$ cat config.mk
export PLATFORM = sky130hd
export DESIGN_NAME = ecr_host_ctrl
export DESIGN_NICKNAME = d
export VERILOG_FILES = /design/src/hw/ecr_pkg.sv /design/src/hw/ecr_sync_if.sv /design/src/hw/ecr_sync3.sv /design/src/hw/ecr_host_ctrl.sv
export SDC_FILE = /design/constraint.sdc
export NUM_CORES = 1
export LEC_CHECK = 0
export ABC_CLOCK_PERIOD_IN_PS = 4200
export BUFFER_PORTS_ARGS = -buffer_cell sky130_fd_sc_hd__clkbuf_2
export CAP_MARGIN = 10
export CORE_UTILIZATION = 54
export DETAILED_ROUTE_END_ITERATION = 7
export PLACE_DENSITY_LB_ADDON = 0.1
export RECOVER_POWER = 50
export SLEW_MARGIN = 25
export SYNTH_ARGS = -nofsm -noshare
export SYNTH_HDL_FRONTEND = slang
export SYNTH_SLANG_ARGS = --single-unit
$ cat constraint.sdc
create_clock -name CLK -period 4.2 [get_ports CLK]
set_input_delay 0.63 -clock CLK [delete_from_list [all_inputs] [get_ports CLK]]
set_output_delay 0.63 -clock CLK [all_outputs]
set_load 0.005 [all_outputs]
$ cat src/hw/ecr_pkg.sv
/*
 Constants and types for the host-side clock and reset controller of an
 Ethernet MAC/PCS subsystem. Assumes a single 125 MHz controller clock.
*/
// Notes on behaviour
// [RULE1] PCS-only device outputs its transmit media clock, equal to serializer reference.
// [RULE2] Integrator picks line reference so transmit clock is within 100 ppm.
// [RULE3] PCS-only transmit signals are timed to the transmit media clock.
// [RULE4] Device processes receive data on recovered clock, outputs same-rate status clock.
// [RULE5] Client supplies receive media clock, within 100 ppm of nominal rate.
// [RULE6] A stable init clock feeds start-up helpers, configured with its real frequency.
// [RULE7] With MAC, transmit user clock times stream input and transmit status.
// [RULE8] Receive core user clock must be at least the transmit user clock rate.
// [RULE9] With receive FIFO, client should tie transmit user clock to receive core clock.
// [RULE10] Low-latency receive stream runs on unrelated receive status clock.
// [RULE11] Low-latency client must answer transmit ready in the same cycle.
// [RULE12] Negotiation frames made on serializer clock, received data on recovered clock.
// [RULE13] Negotiation logic runs on any clock whose real frequency is configured in.
// [RULE14] Negotiation logic exists only for backplane or copper options, independent domains.
// [RULE15] Device has separate transmit and receive resets, each assertable independently.
// [RULE16] Each reset stays asserted until its clock is fully stable.
// [RULE17] Device tolerates any order of asserting and releasing its resets.
// [RULE18] Change reset-only controls only while both path resets are held asserted.
// [RULE19] Resets are active high, synchronous, and need a clock edge while held.
// [RULE20] Asynchronous mode clocks helpers from transceiver transmit and receive clocks.
// [RULE21] Low-latency uses two datapath domains, other arrangements use three.
package ecr_pkg;

	// ------------------------------------------------------------
	// Timing
	// ------------------------------------------------------------
	localparam int CLK_PERIOD_PS = 8000;
	localparam int RESET_HOLD_NS = 100;
	localparam int SETTLE_US = 10;
	localparam int HOLD_CYC = (RESET_HOLD_NS * 1000 + CLK_PERIOD_PS - 1) / CLK_PERIOD_PS;
	localparam int SETTLE_CYC = (SETTLE_US * 1000000 + CLK_PERIOD_PS - 1) / CLK_PERIOD_PS;
	localparam int CNT_W = 11;
	localparam logic [CNT_W-1:0] HOLD_LAST = CNT_W'(HOLD_CYC - 1);
	localparam logic [CNT_W-1:0] SETTLE_LAST = CNT_W'(SETTLE_CYC - 1);

	// ------------------------------------------------------------
	// Paths, controls and configuration
	// ------------------------------------------------------------
	localparam int TX_IDX = 0;
	localparam int RX_IDX = 1;
	localparam int CTL_W = 8;
	localparam logic [CTL_W-1:0] CTL_RESET = 8'h00;
	localparam logic [31:0] INIT_CLK_HZ = 32'h047868C0;
	localparam logic [31:0] NEG_CLK_HZ = 32'h047868C0;

	typedef enum logic [3:0] {
		C_IDLE = 4'h1,
		C_HOLD = 4'h2,
		C_APPLY = 4'h4,
		C_WAIT = 4'h8
	} ecr_ctl_state_type;

	typedef struct packed {
		logic [1:0] rst;
		logic [1:0][CNT_W-1:0] cnt;
		ecr_ctl_state_type cst;
		logic [CNT_W-1:0] ccnt;
		logic [CTL_W-1:0] ctl;
		logic [CTL_W-1:0] pend;
	} ecr_state_type;

	typedef struct packed {
		logic [2:0] f;
		logic lvl;
	} ecr_sync_state_type;

endpackage

$ cat src/hw/ecr_sync_if.sv
/*
 Carrier between the controller and its pin synchronisers.
 Assumes the raw level is asynchronous to the controller clock.
*/
interface ecr_sync_if;
	logic raw;
	logic lvl;
	modport sync (input raw, output lvl);
	modport user (output raw, input lvl);
endinterface

$ cat src/hw/ecr_sync3.sv
/*
 Three-stage synchroniser for one asynchronous level.
 Assumes the caller freezes it with the shared clock enable.
*/
module ecr_sync3
	import ecr_pkg::*;
(
	// Clock, reset, enable
	input wire logic clk,
	input wire logic reset,
	input wire logic ce,
	// Level
	ecr_sync_if.sync s
);
	import ecr_pkg::*;

	ecr_sync_state_type q, d;

	// ------------------------------------------------------------
	// Filter
	// ------------------------------------------------------------
	// The first stage feeds only the second; a change counts once stages two and three agree.
	always_comb begin
		d = q;
		d.f = {q.f[1:0], s.raw};
		if (q.f[1] == q.f[2]) begin
			d.lvl = q.f[2];
		end
	end

	always_ff @(posedge clk) begin
		if (reset) begin
			q <= '0;
		end else if (ce) begin
			q <= d;
		end
	end

	assign s.lvl = q.lvl;
endmodule

$ cat src/hw/ecr_host_ctrl.sv
/*
 Host-side reset sequencer for the transmit and receive paths of the
 subsystem, plus a controlled update of its reset-only control inputs.
 Assumes clock-stable indicators arrive as asynchronous levels.
*/
module ecr_host_ctrl
	import ecr_pkg::*;
(
	// Clock, reset, enable
	input wire logic CLK,
	input wire logic RESET,
	input wire logic CE,
	// Clock-stable indicators from the device side
	input wire logic TX_CLK_STABLE,
	input wire logic RX_CLK_STABLE,
	// Control update request
	input wire logic CTL_REQ,
	input wire logic [ecr_pkg::CTL_W-1:0] CTL_VALUE,
	output logic CTL_BUSY,
	// Device resets and controls
	output logic TX_RESET,
	output logic RX_RESET,
	output logic [ecr_pkg::CTL_W-1:0] CTL_OUT,
	// Status
	output logic TX_READY,
	output logic RX_READY,
	// Static configuration
	output logic [31:0] INIT_CLK_FREQ,
	output logic [31:0] NEG_CLK_FREQ,
	output logic CLK_TIE_SEL
);
	import ecr_pkg::*;

	ecr_state_type q, d;
	logic [1:0] stable;
	logic force_rst;

	// ------------------------------------------------------------
	// Synchronisers
	// ------------------------------------------------------------
	ecr_sync_if tx_s ();
	ecr_sync_if rx_s ();
	assign tx_s.raw = TX_CLK_STABLE;
	assign rx_s.raw = RX_CLK_STABLE;

	ecr_sync3 u_tx_sync (
		.clk(CLK),
		.reset(RESET),
		.ce(CE),
		.s(tx_s.sync)
	);
	ecr_sync3 u_rx_sync (
		.clk(CLK),
		.reset(RESET),
		.ce(CE),
		.s(rx_s.sync)
	);
	assign stable = {rx_s.lvl, tx_s.lvl}; // RULE2 RULE5

	// ------------------------------------------------------------
	// Next state
	// ------------------------------------------------------------
	// Both paths are held while a control update runs, which is harmless since the
	// device accepts resets in any order.
	always_comb begin
		d = q;
		force_rst = (q.cst != C_IDLE);
		for (int i = 0; i < 2; i++) begin
			if (!stable[i] || force_rst) begin
				d.rst[i] = 1'b1; // RULE16
				d.cnt[i] = '0;
			end else if (q.rst[i]) begin
				if (q.cnt[i] == SETTLE_LAST) begin
					d.rst[i] = 1'b0; // RULE19
				end else begin
					d.cnt[i] = q.cnt[i] + 1'b1;
				end
			end
		end
		case (q.cst)
			C_IDLE: begin
				if (CTL_REQ) begin
					d.pend = CTL_VALUE;
					d.rst = 2'b11; // RULE18
					d.ccnt = '0;
					d.cst = C_HOLD;
				end
			end
			C_HOLD: begin
				if (q.ccnt == HOLD_LAST) begin
					d.cst = C_APPLY;
				end else begin
					d.ccnt = q.ccnt + 1'b1;
				end
			end
			C_APPLY: begin
				d.ctl = q.pend; // RULE18
				d.ccnt = '0;
				d.cst = C_WAIT;
			end
			C_WAIT: begin
				if (q.ccnt == HOLD_LAST) begin
					d.cst = C_IDLE;
				end else begin
					d.ccnt = q.ccnt + 1'b1;
				end
			end
			default: begin
				d.cst = C_IDLE;
			end
		endcase
	end

	always_ff @(posedge CLK) begin
		if (RESET) begin
			q.rst <= 2'b11;
			q.cnt <= '0;
			q.cst <= C_IDLE;
			q.ccnt <= '0;
			q.ctl <= CTL_RESET;
			q.pend <= CTL_RESET;
		end else if (CE) begin
			q <= d; // RULE3
		end
	end

	// ------------------------------------------------------------
	// Outputs
	// ------------------------------------------------------------
	assign TX_RESET = q.rst[TX_IDX]; // RULE15
	assign RX_RESET = q.rst[RX_IDX]; // RULE15
	assign CTL_OUT = q.ctl;
	assign CTL_BUSY = (q.cst != C_IDLE); // RULE11
	assign TX_READY = !q.rst[TX_IDX];
	assign RX_READY = !q.rst[RX_IDX];
	assign INIT_CLK_FREQ = INIT_CLK_HZ; // RULE6
	assign NEG_CLK_FREQ = NEG_CLK_HZ; // RULE13
	// Sharing one user clock keeps both stream interfaces in a single domain.
	assign CLK_TIE_SEL = 1'b1; // RULE8 RULE9

	// ------------------------------------------------------------
	// Checks
	// ------------------------------------------------------------
	logic [CNT_W-1:0] tx_held, rx_held;
	always_ff @(posedge CLK) begin
		if (RESET) begin
			tx_held <= '0;
			rx_held <= '0;
		end else if (CE) begin
			tx_held <= TX_RESET ? ((&tx_held) ? tx_held : tx_held + 1'b1) : '0;
			rx_held <= RX_RESET ? ((&rx_held) ? rx_held : rx_held + 1'b1) : '0;
		end
	end
endmodule

==> flow_summary.toml <==
[floorplanning]
die_x_um = 82.7
placeable_core_region_um2 = 6310
die_h_um = 82.7
start_util_pct = 55.7
top_level_ports = 92
die_area_um2 = 6850
core.rowCount = 29

[power_and_ir_drop]
leakage_nw = 1.43
max-vdd-ir-drop_v = 0.000219
power_per_cell_area_nw_per_um2 = 349

[route]
routed-wl-met2_um = 2730
met3_length_um = 235
route.antenna.remaining_nets = 0
wirelength_met1_um = 2850
routed.top_layer = "met4"
route.detailed.drc = 0
detailroute.via_count = 2568
detail_route.vias_per_cell = 5.00
drt-initial-drc-count = 116
detail_route.wirelength_um = 5870
drt_pre_antenna_iters = 4
routed_wire_length_per_instance_um = 11.4

[place]
dp.final_hpwl_um = 4070
place_area_um2 = 3350
place_inst = 498
place_congestion = 0.792
buffer_ports.inserted = 26

[global_routing]
wire_length_of_the_first_global_routing_pass_um = 9710
number_of_global_route_vias_before_repair = 2113
grt_antenna_before_repair = 0
grt_remaining_overflow = 0
grt_start_max_net_pins = 39
grt_util_all_layers_pct = 18.5

[sta]
final_hold_viol_count = 0
slew_headroom_pct = -1.17
timing.final.setup_violations = 0
finalWorstPathRequiredPeriod_ps = 3140
worstMarginPinSlew_ps = 1520
fin_worst_skew_ps = 9.04
setup_total_negative_slack_ps = 0
timing.final.max_slew_violations = 32
setup_repair_after_global_routing_missed_its_margin = "false"
max_freq_mhz = 318
final.period_utilization_pct = 74.8

[logic_synthesis]
async_reset_ff_share_pct = 0
synth_edf_count = 0
synthMostInstantiatedCell = "sky130_fd_sc_hd__buf_4"
synthesis.area_um2 = 3520
syn-instance-count = 423
yosys-top-cells-area = "sky130_fd_sc_hd__dfxtp_1 (36%), sky130_fd_sc_hd__buf_4 (16%), sky130_fd_sc_hd__a21oi_1 (4.4%), sky130_fd_sc_hd__nor2_1 (4.3%), sky130_fd_sc_hd__nand2_1 (4.1%)"
postSynth.topFlopCell = "sky130_fd_sc_hd__dfxtp_1"
yosysUniqueCellTypes = 52
synth.largest_area_cell = "sky130_fd_sc_hd__dfxtp_1"
synth_seq_cells = 63
synth_top_cells_by_count = "sky130_fd_sc_hd__buf_4 (73), sky130_fd_sc_hd__dfxtp_1 (63), sky130_fd_sc_hd__nor2_1 (40), sky130_fd_sc_hd__nand2_1 (38), sky130_fd_sc_hd__a21oi_1 (31)"
yosysWarnings = 0
yosysSeqAreaShare_pct = 35.8
synth_top_area_share_pct = 35.8
synthesis.area_per_instance_um2 = 8.32

[setup_path]
cp_slowest_cell = "sky130_fd_sc_hd__clkbuf_1"
crit_path_max_incr_delay_ps = 1070
cell_family_with_most_cp_delay = "buffers and inverters"
crit_fanout = 31
worstSetupEndpointType = "register"
path_cells = "clkbuf_1 > inv_2 > or3_1 > or3b_1 > mux2i_1 > nor2_1"
critPathRequiredTime_ps = 4390
crit_arrival_ps = 3330
worstPathBufferInverterCount = 2
critPathKind = "in -> reg"
cp-start-kind = "input port"

[outcome]
violations = "capacitance limit, slew limit"
result_of_the_run = "finished, violations left"

[clock_network]
clock_sink_count = 63
root_buffer = "sky130_fd_sc_hd__clkbuf_8"
htree_levels = 3
ctsResizeCount = 0
clk_pin_slew_worst_paths_ps = 70
clock_insertion_delay_worst_skew_ps = 330
clk_path_buf_depth = 2
cts_tree = "yes"
cts_setup_buffers = 0
holdBufCountCts = 0
cts_buffers = 9

[final_layout]
finish.net_count = 452
final_util_pct = 56.1
final_design_area_no_fill_um2 = 3540
nFillCells = 622
antenna_cells_inserted = 0
drive_gt1_share_pct = 9.38
final_cell_count_no_fill = 514
layout-area-overhead-vs-synth_pct = 0.640

[min_path]
hold_path_class = "reg -> reg"

[flow_run]
cap_viol_max_count = 1
==> layout make-up <==
| type | instances | area (µm²) | share of cell area (%) |
|---|---|---|---|
| multi-input combinational | 319 | 1810 | 51.0 |
| tap | 77 | 96.3 | 2.72 |
| sequential | 63 | 1260 | 35.6 |
| inverter | 13 | 48.8 | 1.38 |
| clock inverter | 4 | 53.8 | 1.52 |
| timing repair buffer | 26 | 120 | 3.39 |
| clock buffer | 12 | 155 | 4.38 |
==> cell usage in the layout (no fill, tap or decap), types with 3 or more instances in the layout <==
master and count:
sky130_fd_sc_hd__ha_1 6, sky130_fd_sc_hd__nand2_1 38, sky130_fd_sc_hd__nand3_1 15, sky130_fd_sc_hd__conb_1 65
sky130_fd_sc_hd__xnor2_1 12, sky130_fd_sc_hd__clkbuf_8 11, sky130_fd_sc_hd__nand4_1 6, sky130_fd_sc_hd__o21ai_0 17
sky130_fd_sc_hd__or3_1 11, sky130_fd_sc_hd__a21o_1 6, sky130_fd_sc_hd__nor2_1 40, sky130_fd_sc_hd__nor4b_1 3
sky130_fd_sc_hd__mux2i_1 14, sky130_fd_sc_hd__nor3_1 6, sky130_fd_sc_hd__dfxtp_1 63, sky130_fd_sc_hd__and2_1 4
sky130_fd_sc_hd__clkbuf_2 18, sky130_fd_sc_hd__xor2_1 10, sky130_fd_sc_hd__nor4_1 4, sky130_fd_sc_hd__a21oi_1 31
sky130_fd_sc_hd__clkbuf_1 9, sky130_fd_sc_hd__inv_1 11
==> registers in the layout, summed over array words and instances (netlist names) <==
name and cells:
CTL_OUT 8, RX_RESET 1, TX_RESET 1, q 45, u_rx_sync.d 2, u_rx_sync.q 1, u_rx_sync.s.lvl 1, u_tx_sync.d 2
u_tx_sync.q 1, u_tx_sync.s.lvl 1
==> layer usage <==
metal	vias to the layer above	global-route usage (%)
met5	-	0
met3	5	4.95
met4	0	5.69
li1	1324	-
met2	55	29.5
met1	1184	24.3
==> final timing paths <==
| kind | slack, ps | start | endpoint | cells after the start |
|---|---|---|---|---|
| min reg2reg | 460 | q[5] | q[5] | 2 |
| max | 1060 | CE | CTL_OUT[2] | 6 |
| min | 460 | q[5] | q[5] | 2 |
| max reg2reg | 1940 | q[27] | q[7] | 5 |
==> where the power goes <==
part / switching (mW) / leakage (nW) / internal (mW)
combinational: 0.0574 / 0.826 / 0.0261
sequential: 0.00856 / 0.509 / 0.605
clock: 0.231 / 0.0988 / 0.308
total: 0.297 / 1.43 / 0.939
==> stage by stage <==
stage | power (mW) | worst slack (ps) | hold slack (ps)
global route | 1.29 | 827 | 481
finish | 1.24 | 1060 | 457
floorplan | 0.736 | 2220 | 436
global placement | 0.710 | 1430 | 444
CTS | 1.25 | 1690 | 459
detailed placement | 0.712 | 1330 | 449
==> cells by family (layout without fill, tap and decap cells) <==
group | Yosys count | after routing | share of synthesized area (%)
compound gates | 71 | 71 | 12.8
xor+xnor | 22 | 22 | 5.47
fa+ha+maj | 6 | 6 | 2.13
buf+inv | 104 | 55 | 19.4
flops | 63 | 63 | 35.8
mux | 14 | 14 | 3.98
other cells | 2 | 65 | 0.213
simple gates | 141 | 141 | 20.1
==> worst register-to-register path: stages, from the launching register on <==
cell and delay [ps]:
sky130_fd_sc_hd__dfxtp_1 500, sky130_fd_sc_hd__nor4b_4 390, sky130_fd_sc_hd__inv_2 120, sky130_fd_sc_hd__nor3_1 900, sky130_fd_sc_hd__nand2_1 130, sky130_fd_sc_hd__a21oi_1 150
(Power assumes the default switching activity.)
